[src/core/ide_cfg.svh]
// Constants for the increment, decrement, branch and OR execution slice.
// Assumes inclusion by bare name from the package and the execution modules.
//
// Notes on behaviour
// - Decrement file, destination bit selects, Z only.
// - Clear working register to zero, set Z.
// - Decrement-skip routes result, flags untouched.
// - Decrement-skip zero replaces next instruction with no-op.
// - Increment-skip routes result, flags untouched.
// - Increment-skip zero replaces next instruction with no-op.
// - Branch loads 11-bit literal into low counter.
// - Branch fills counter bits 14:11 from latch 6:3.
// - OR literal into working register, update Z.
// - Increment file, destination bit selects, Z only.
`ifndef IDE_CFG_SVH
`define IDE_CFG_SVH

// =====================================================================
// Widths
// =====================================================================
`define IDE_DATA_W 8
`define IDE_ADDR_W 7
`define IDE_LIT_W 11
`define IDE_PC_W 15
`define IDE_LATCH_W 7

// =====================================================================
// Field positions
// =====================================================================
`define IDE_LATCH_HI 6
`define IDE_LATCH_LO 3
`define IDE_LIT8_HI 7

// =====================================================================
// Values
// =====================================================================
`define IDE_W_RST 8'h00
`define IDE_Z_RST 1'b0
`define IDE_CLEAR_VAL 8'h00
`define IDE_PC_RST 15'h0000
`define IDE_DEST_FILE 1'b1

`endif

[src/core/ide_pkg.sv]
// Types shared by the execution slice and its bench.
// Assumes the constants header sits beside it in core/.
`include "ide_cfg.svh"

package ide_pkg;

	// =================================================================
	// Operations
	// =================================================================
	// Operation selector handed over by the decoder.
	typedef enum logic [2:0] {
		op_nop = 3'h0,
		op_decrement_file = 3'h1,
		op_clear_working = 3'h2,
		op_decrement_skip_zero = 3'h3,
		op_increment_skip_zero = 3'h4,
		op_branch_absolute = 3'h5,
		op_or_literal_working = 3'h6,
		op_increment_file = 3'h7
	} ide_op_e;

	// =================================================================
	// Carriers
	// =================================================================
	// One decoded instruction.
	typedef struct packed {
		ide_op_e op;
		logic [`IDE_ADDR_W-1:0] addr;
		logic dest;
		logic [`IDE_LIT_W-1:0] lit;
	} ide_req_s;

	// A write toward the file register.
	typedef struct packed {
		logic we;
		logic [`IDE_ADDR_W-1:0] addr;
		logic [`IDE_DATA_W-1:0] data;
	} ide_fwr_s;

	// A program counter load.
	typedef struct packed {
		logic load;
		logic [`IDE_PC_W-1:0] target;
	} ide_pc_s;

endpackage : ide_pkg

[src/core/ide_step.sv]
// Increment or decrement unit with zero detection.
// Assumes the operand comes from logic on the same clock.
`timescale 1ns/1ps
`include "ide_cfg.svh"

module ide_step #(
	parameter int WIDTH = `IDE_DATA_W
) (
	// Operand and direction.
	input wire logic [WIDTH-1:0] operand,
	input wire logic dec,
	// Result.
	output logic [WIDTH-1:0] result,
	output logic zero
);

	// The sum is kept at operand width so it wraps on overflow.
	always_comb begin
		if (dec) begin
			result = operand - WIDTH'(1);
		end else begin
			result = operand + WIDTH'(1);
		end
		zero = (result == '0);
	end

endmodule // ide_step

[src/core/ide_exec.sv]
// Execution slice for increment, decrement, skip, clear, branch and OR literal.
// Assumes the decoder presents one instruction per cycle with the addressed
// file register already read onto file_rdata in the same cycle.
`timescale 1ns/1ps
`include "ide_cfg.svh"

module ide_exec (
	// Clock and reset.
	input wire logic clk_sys,
	input wire logic sys_rst,
	// Decoded instruction and its operands.
	input wire logic req_valid,
	input wire ide_pkg::ide_req_s req,
	input wire logic [`IDE_DATA_W-1:0] file_rdata,
	input wire logic [`IDE_LATCH_W-1:0] pc_upper_latch,
	// Results toward the core.
	output ide_pkg::ide_fwr_s fwr_q,
	output ide_pkg::ide_pc_s pc_q,
	output logic [`IDE_DATA_W-1:0] w_q,
	output logic z_q,
	output logic skip_pend_q,
	output logic squash_q
);

	// =================================================================
	// Issue control
	// =================================================================
	// An instruction executes only when no skip is pending.
	logic go;
	// A pending skip turns the arriving instruction into a no-op.
	logic kill;
	// Destination bit selects the file register.
	logic to_file;
	// Decrement direction for the step unit.
	logic step_dec;
	// Step unit outputs.
	logic [`IDE_DATA_W-1:0] step_res;
	logic step_zero;
	// OR literal result.
	logic [`IDE_DATA_W-1:0] or_res;

	assign go = req_valid && !skip_pend_q;
	assign kill = req_valid && skip_pend_q;
	assign to_file = (req.dest == `IDE_DEST_FILE);
	assign step_dec = (req.op == ide_pkg::op_decrement_file) ||
		(req.op == ide_pkg::op_decrement_skip_zero);
	assign or_res = w_q | req.lit[`IDE_LIT8_HI:0];

	// =================================================================
	// Arithmetic
	// =================================================================
	// Shared unit; one instruction uses it per cycle.
	ide_step #(
		.WIDTH(`IDE_DATA_W)
	) u_step (
		.operand(file_rdata),
		.dec(step_dec),
		.result(step_res),
		.zero(step_zero)
	);

	// =================================================================
	// Working register
	// =================================================================
	// Updated by clear, OR literal and by steps aimed at W.
	always_ff @(posedge clk_sys) begin
		if (sys_rst) begin
			w_q <= `IDE_W_RST;
		end else if (go) begin
			unique case (req.op)
				ide_pkg::op_clear_working: begin
					w_q <= `IDE_CLEAR_VAL;
				end
				ide_pkg::op_or_literal_working: begin
					w_q <= or_res;
				end
				ide_pkg::op_decrement_file, ide_pkg::op_increment_file,
				ide_pkg::op_decrement_skip_zero, ide_pkg::op_increment_skip_zero: begin
					if (!to_file) begin
						w_q <= step_res;
					end
				end
				// Branch and no-op leave W alone.
				ide_pkg::op_branch_absolute, ide_pkg::op_nop: begin
					w_q <= w_q;
				end
			endcase
		end
	end

	// =================================================================
	// Zero flag
	// =================================================================
	// Skip instructions and the branch never touch the flag.
	always_ff @(posedge clk_sys) begin
		if (sys_rst) begin
			z_q <= `IDE_Z_RST;
		end else if (go) begin
			unique case (req.op)
				ide_pkg::op_clear_working: begin
					z_q <= 1'b1;
				end
				ide_pkg::op_or_literal_working: begin
					z_q <= (or_res == '0);
				end
				ide_pkg::op_decrement_file, ide_pkg::op_increment_file: begin
					z_q <= step_zero;
				end
				// Skip forms keep flags; so does the branch.
				ide_pkg::op_decrement_skip_zero, ide_pkg::op_increment_skip_zero,
				ide_pkg::op_branch_absolute, ide_pkg::op_nop: begin
					z_q <= z_q;
				end
			endcase
		end
	end

	// =================================================================
	// File register write
	// =================================================================
	// A one-cycle write strobe for steps with the destination bit set.
	always_ff @(posedge clk_sys) begin
		if (sys_rst) begin
			fwr_q <= '0;
		end else begin
			// Step results routed to the file register.
			fwr_q.we <= go && to_file && ((req.op == ide_pkg::op_decrement_file) ||
				(req.op == ide_pkg::op_increment_file) ||
				(req.op == ide_pkg::op_decrement_skip_zero) ||
				(req.op == ide_pkg::op_increment_skip_zero));
			fwr_q.addr <= req.addr;
			fwr_q.data <= step_res;
		end
	end

	// =================================================================
	// Program counter load
	// =================================================================
	// A one-cycle load request with the full branch target.
	always_ff @(posedge clk_sys) begin
		if (sys_rst) begin
			pc_q.load <= 1'b0;
			pc_q.target <= `IDE_PC_RST;
		end else begin
			pc_q.load <= go && (req.op == ide_pkg::op_branch_absolute);
			if (go && (req.op == ide_pkg::op_branch_absolute)) begin
				pc_q.target[`IDE_LIT_W-1:0] <= req.lit;
				pc_q.target[`IDE_PC_W-1:`IDE_LIT_W] <=
					pc_upper_latch[`IDE_LATCH_HI:`IDE_LATCH_LO];
			end
		end
	end

	// =================================================================
	// Skip handling
	// =================================================================
	// A zero skip result arms the pending flag; the next instruction that
	// arrives is dropped, which costs the skip its second cycle.
	always_ff @(posedge clk_sys) begin
		if (sys_rst) begin
			skip_pend_q <= 1'b0;
			squash_q <= 1'b0;
		end else begin
			squash_q <= kill;
			if (kill) begin
				skip_pend_q <= 1'b0;
			end else if (go) begin
				skip_pend_q <= step_zero &&
					((req.op == ide_pkg::op_decrement_skip_zero) ||
					(req.op == ide_pkg::op_increment_skip_zero));
			end
		end
	end

	// =================================================================
	// Checks
	// =================================================================
	// Reference results computed apart from the step unit.
	logic [`IDE_DATA_W-1:0] dec_ref;
	logic [`IDE_DATA_W-1:0] inc_ref;
	assign dec_ref = file_rdata - 8'h01;
	assign inc_ref = file_rdata + 8'h01;
endmodule // ide_exec

[config.mk]
export PLATFORM = sky130hd
export DESIGN_NAME = ide_exec
export DESIGN_NICKNAME = d
export VERILOG_FILES = /design/src/core/ide_pkg.sv /design/src/core/ide_step.sv /design/src/core/ide_exec.sv
export VERILOG_INCLUDE_DIRS = /design/src /design/src/core
export SDC_FILE = /design/constraint.sdc
export NUM_CORES = 1
export LEC_CHECK = 0
export BUFFER_PORTS_ARGS = -buffer_cell sky130_fd_sc_hd__buf_2
export CAP_MARGIN = 15
export CORE_UTILIZATION = 48
export CTS_CLUSTER_DIAMETER = 120
export DETAILED_ROUTE_END_ITERATION = 8
export GPL_TIMING_DRIVEN = 0
export PLACE_DENSITY = 0.83
export SYNTH_ARGS = -nofsm -noshare
export SYNTH_HDL_FRONTEND = slang
export SYNTH_HIERARCHICAL = 1
export SYNTH_SLANG_ARGS = --single-unit
[constraint.sdc]
create_clock -name clk_sys -period 3.2 [get_ports clk_sys]
set_clock_uncertainty 0.15 [all_clocks]
set_input_delay 0.16 -clock clk_sys [delete_from_list [all_inputs] [get_ports clk_sys]]
set_output_delay 0.16 -clock clk_sys [all_outputs]
set_load 0.01 [all_outputs]
==> Word-level counts from Yosys, hierarchy flattened <==
Index checks and enable logic that the tools add are counted.
{ "totals": {"register_bits": 43, "in_bits": 40, "out_inout_bits": 43, "elab_cells": 48} }
{ "op_classes": {"add_sub_neg": 2, "eq_ne": 8, "mux": 4, "bitwise_logic": 3, "n_reduce_logical": 22} }
{ "ops": {"columns": ["operator", "n"], "rows": [
  ["$pmux W8 S3", 1],
  ["$logic_not A8 Y1", 2],
  ["$mux W8", 2],
  ["$eq A3 B3 Y1 const B", 4],
  ["$add A8 B1 Y8 const B", 1],
  ["$or A8 B8 Y8", 1],
  ["$reduce_or A4 Y1", 2],
  ["$sub A8 B1 Y8 const B", 1],
  ["$eq A3 B2 Y1 const B", 2],
  ["$logic_and A1 B1 Y1", 6],
  ["$reduce_or A2 Y1", 3],
  ["$logic_or A1 B1 Y1", 5],
  ["$eq A3 B1 Y1 const B", 1],
  ["$logic_not A3 Y1", 1],
  ["$pmux W1 S3", 1],
  ["$reduce_and A3 Y1", 1],
  ["$ne A2 B2 Y1 const B", 1],
  ["$not A1 Y1", 2],
  ["$reduce_and A2 Y1", 1],
  ["$logic_not A1 Y1", 1]
]} }

==> Logic depth before layout (Yosys ltp) <==
{ "logic_depth": {"depth_word": 5, "mapped_depth": 12, "depth_no_buf": 12} }

==> Hierarchy <==
Netlist, hierarchy kept.
{ "by_module_without_submodules": {"columns": ["module", "instances", "cells_each", "area_each_um2", "seq_area_each_um2"], "rows": [
  ["ide_exec", 1, 206, 1808.0, 860.8],
  ["ide_step", 1, 42, 342.8, 0.0]
]} }

==> Least setup slack after synthesis <==
Ideal clock, no wire load.
{ "synth_timing": {"kind": "input to register", "startpoint": "input port req[21] in the netlist's numbering", "endpoint": "register z_q", "setup_time_ps": 91, "t_arrival_ps": 2594, "required_time_ps": 2959, "path_slack_ps": 365, "cell_stages": 12, "path_buffers": 0, "cell_sequence": "nand2b_1 inv_1 inv_1 fa_1 nand2b_1 a21oi_1 xor2_1 or4b_1 nor3_2 nand3b_1 o311ai_0 a311oi_1"} }
{ "synth_between": {"elab_chain_cells": 5, "elab_cells_between_ends": 16, "cone_classes": "7 x eq/ne; 2 x mux; 1 x bitwise; 6 x reduce/logical"} }
{ "synth_lines": {"columns": ["item", "line_no", "text"], "rows": [
  ["from (decl)", "ide_exec.sv:13", "input wire ide_pkg::ide_req_s req,"],
  ["$eq A3 B1 Y1 or $eq A3 B2 Y1 (tied branches)", "ide_exec.sv:45, ide_exec.sv:46", null],
  ["$logic_or A1 B1 Y1 *", "ide_exec.sv:45", "assign step_dec = (req.op == ide_pkg::op_decrement_file) ||"],
  ["named net step_dec", "ide_exec.sv:35", "logic step_dec;"],
  ["$mux W8 *", "ide_step.sv:19", "if (dec) begin"],
  ["named net step_res[4]", "ide_exec.sv:37", "logic [`IDE_DATA_W-1:0] step_res;"],
  ["$logic_not A8 Y1 *", "ide_step.sv:24", "zero = (result == '0);"],
  ["named net step_zero", "ide_exec.sv:38", "logic step_zero;"],
  ["$pmux W1 S3 *", "ide_exec.sv:99", "unique case (req.op)"],
  ["to (signal assigned)", "ide_exec.sv:97", "z_q <= `IDE_Z_RST;"],
  ["to (signal assigned)", "ide_exec.sv:104", "z_q <= (or_res == '0);"],
  ["to (signal assigned)", "ide_exec.sv:107", "z_q <= step_zero;"],
  ["to (decl)", "ide_exec.sv:20", "output logic z_q,"]
]} }
The timed path passes the listed nets; every way through them passes the cells marked *.
A chain may end at the register's enable or synchronous reset.

==> Final worst setup path <==
Ends and elaborated chain as after synthesis.

==> impl_results.md <==
* Status: completed
* Synth area leaders: dfxtp_1, nand2_1, a221oi_2
* Via density at 5.42
* # diodes at 0
* Area added between synthesis and finish at 40.4%
* Setup-failing EPs final at 0
* Post-Syn Nets at 296
* Antenna violations before repair at 0
* VDD IR max at 251 µV
* Root buf cell: clkbuf_8
* Mapped cell area at 2150 µm²
* Max incr delay on CP at 560 ps
* Total GRT Usage at 26.5%
* Post-synth ARST share at 0%
* CP arrival at 3110 ps
* Hold Fails Final Rpt at 0
* Top-count cell post-synth: nand2_1
* Top_reg_cell synth: dfxtp_1
* Cell Count, Final, Fillers Out at 411
* Die W at 68.9 µm
* Kind of critical path: in2reg
* Compound-cell area share of the yosys netlist at 20.1%
* Worst hold path class: in2reg
* PortBufs at 78
* Clock Path Buffers at 2
* Max Fclk at 327 MHz
* CP max stage cell: or4b_1
* R2R depth at 4
* Core area at 4140 µm²
* CTS tree: yes
* Gr ovfl total at 0
* Routed vias at 2228
* WL/cell at 15.1 µm
* Antenna Violating Nets Remaining at 0
* Relative slew slack at 57.0%
* Die Height at 68.9 µm
* # DRC at 0
* Worst slew pin tran at 646 ps
* Final period util at 95.5%
* Worst-path fanout max at 6
* Netlist cell types at 44
* Wirelength, routed at 6.19 mm
* Largest net degree at the start of global routing at 14
* Syn Inst Count at 248
* Startpoint Class: primary input
* P_leak at 1.39 nW
* Pwr/cell area at 460 nW/µm²
* Setup WS pre-CTS at -199 ps
* Hold WS at 55.7 ps
* Final net count at 408
* Post-synthesis simple-gate area fraction at 25.9%
* DP Cell Count at 376
* Initial Utilization at 51.9%
* Post-DP Area at 2600 µm²
* EDFF count, synth at 0
* # rows at 23
* Final Critical Period at 3060 ps
* RD Place Congestion at 0.869
* Largest family of logic cells by synthesized area: simple AND/OR/NAND/NOR gates
* Register area share after synthesis at 40.0%
* Post-synthesis mux area share at 0%
* Synth top cells by count: nand2_1, dfxtp_1, a21oi_1
* Endpoint type of the worst setup path: flip-flop
* Number of fill cells at 296
* Layout cells sized above 1 at 33.2%
* HPWL reported at the end of detailed placement at 4.12 mm
* TritonCTS Buffers at 5
* Clock sink count at 43
* XOR/XNOR Fraction of Synth Area at 3.61%
* Max-slew violations at 0
* First-pass GRT wire length at 9.05 mm
* Post-synthesis adder-cell area fraction at 5.00%
* Setup_tns at 0 ps
* Mapped Avg Cell Area at 8.67 µm²
* # IOs at 83
* Pre-antenna DRT Iters at 4
* Final worst slack at 144 ps
* Synth top area share at 40.0%
* Number of global-route vias before repair at 2051
* Synthesis warning total at 6
* Initial drt markers at 144
* Required time worst endpoint at 3250 ps
* Finished Cell Area at 3020 µm²
* Hold depth at 2
* Clk_lat worst skew at 300 ps
* Area leader, netlist: dfxtp_1
* Die Area at 4750 µm²
* Critical-path cell list: buf_2 -> nand2b_2 -> clkinvlp_4 -> ha_2 -> nand2_1 -> o31ai_4 -> xor2_2 -> or4b_1 -> nor3_2 -> nand3b_1 -> o311ai_0 -> a311oi_1
* Synth Register Bits at 43
* Htree depth at 2
* Clock transition at path regs at 80 ps
* Max-Cap Viols at 0
==> layout by cell type (no fill, tap or decap), types with 2 or more instances in the layout <==
master,instances
buf_4,4
ha_1,6
bufinv_16,2
dfxtp_1,43
inv_1,13
a221oi_2,8
nor2_1,15
clkbuf_8,5
nor4_1,4
nand2b_1,4
buf_2,84
o32ai_1,8
nor2b_1,17
dlygate4sd3_1,23
a21oi_1,19
clkbuf_1,5
and3_1,9
nand2_1,50
a211oi_2,2
xnor2_1,3
xor2_1,3
nand3_1,3
inv_2,2
==> state kept, by name, indices dropped and copies added (netlist names) <==
| signal | flops |
|---|---|
| skip_pend_q | 1 |
| squash_q | 1 |
| fwr_q | 16 |
| z_q | 1 |
| pc_q | 16 |
| w_q | 8 |
==> per-stage QoR <==
| stage | utilization (%) | total power, mW |
|---|---|---|
| finish | 72.9 | 1.39 |
| CTS | 71.6 | 1.38 |
| floorplan | - | 0.766 |
| detailed placement | 62.8 | 0.865 |
| global route | 72.9 | 1.44 |
| global placement | 62.8 | 0.854 |
==> worst paths after layout <==
check               from  slack [ps]   endpoint
min              req[11]          60  fwr_q[15]
min reg2reg      pc_q[9]         310    pc_q[9]
max              req[21]         140        z_q
max reg2reg  skip_pend_q        1330     w_q[2]
==> power breakdown <==
group          switching (mW)  internal [mW]  total (mW)
registers              0.0134          0.565       0.579
clock network           0.186          0.312       0.498
logic                   0.177          0.135       0.313
total                   0.377           1.01        1.39
==> worst max-delay path: cells and delay by family <==
kind / cells / cell delay (ps)
simple gates: 5 / 1230
xor+xnor: 1 / 170
buf+inv: 2 / 320
compound gates: 3 / 800
fa+ha+maj: 1 / 430
==> kinds of logic (layout without fill, tap and decap cells) <==
kind of cell | count (synthesis) | in the layout
xor+xnor | 8 | 8
fa+ha+maj | 8 | 8
buf+inv | 28 | 141
flops | 43 | 43
simple gates | 112 | 112
compound gates | 49 | 49
==> metal layers <==
layer | GRT usage, % | part of all wire (%)
met5 | 0 | 0
met4 | 13.0 | 3.1
met1 | 28.9 | 39
met2 | 47.5 | 50
met3 | 6.09 | 7.0
==> layout make-up <==
cell class | count | area [µm²] | share of cell area [%]
multi-input cells | 177 | 1190 | 39.6
flip-flops and latches | 43 | 861 | 28.5
repair buffers | 105 | 648 | 21.5
clock buffers | 6 | 72.6 | 2.40
inverters | 16 | 63.8 | 2.11
well taps | 50 | 62.6 | 2.07
clock inverters | 2 | 60.1 | 1.99
plain buffers | 12 | 56.3 | 1.86
==> what timing repair did <==
item,in CTS,in global routing
setup buffers,0,4
endpoints found under the hold margin,23,0
resized for setup,0,5
setup endpoints to repair,0,1
hold buffers,23,0
Power figures use the tool's default switching activity.
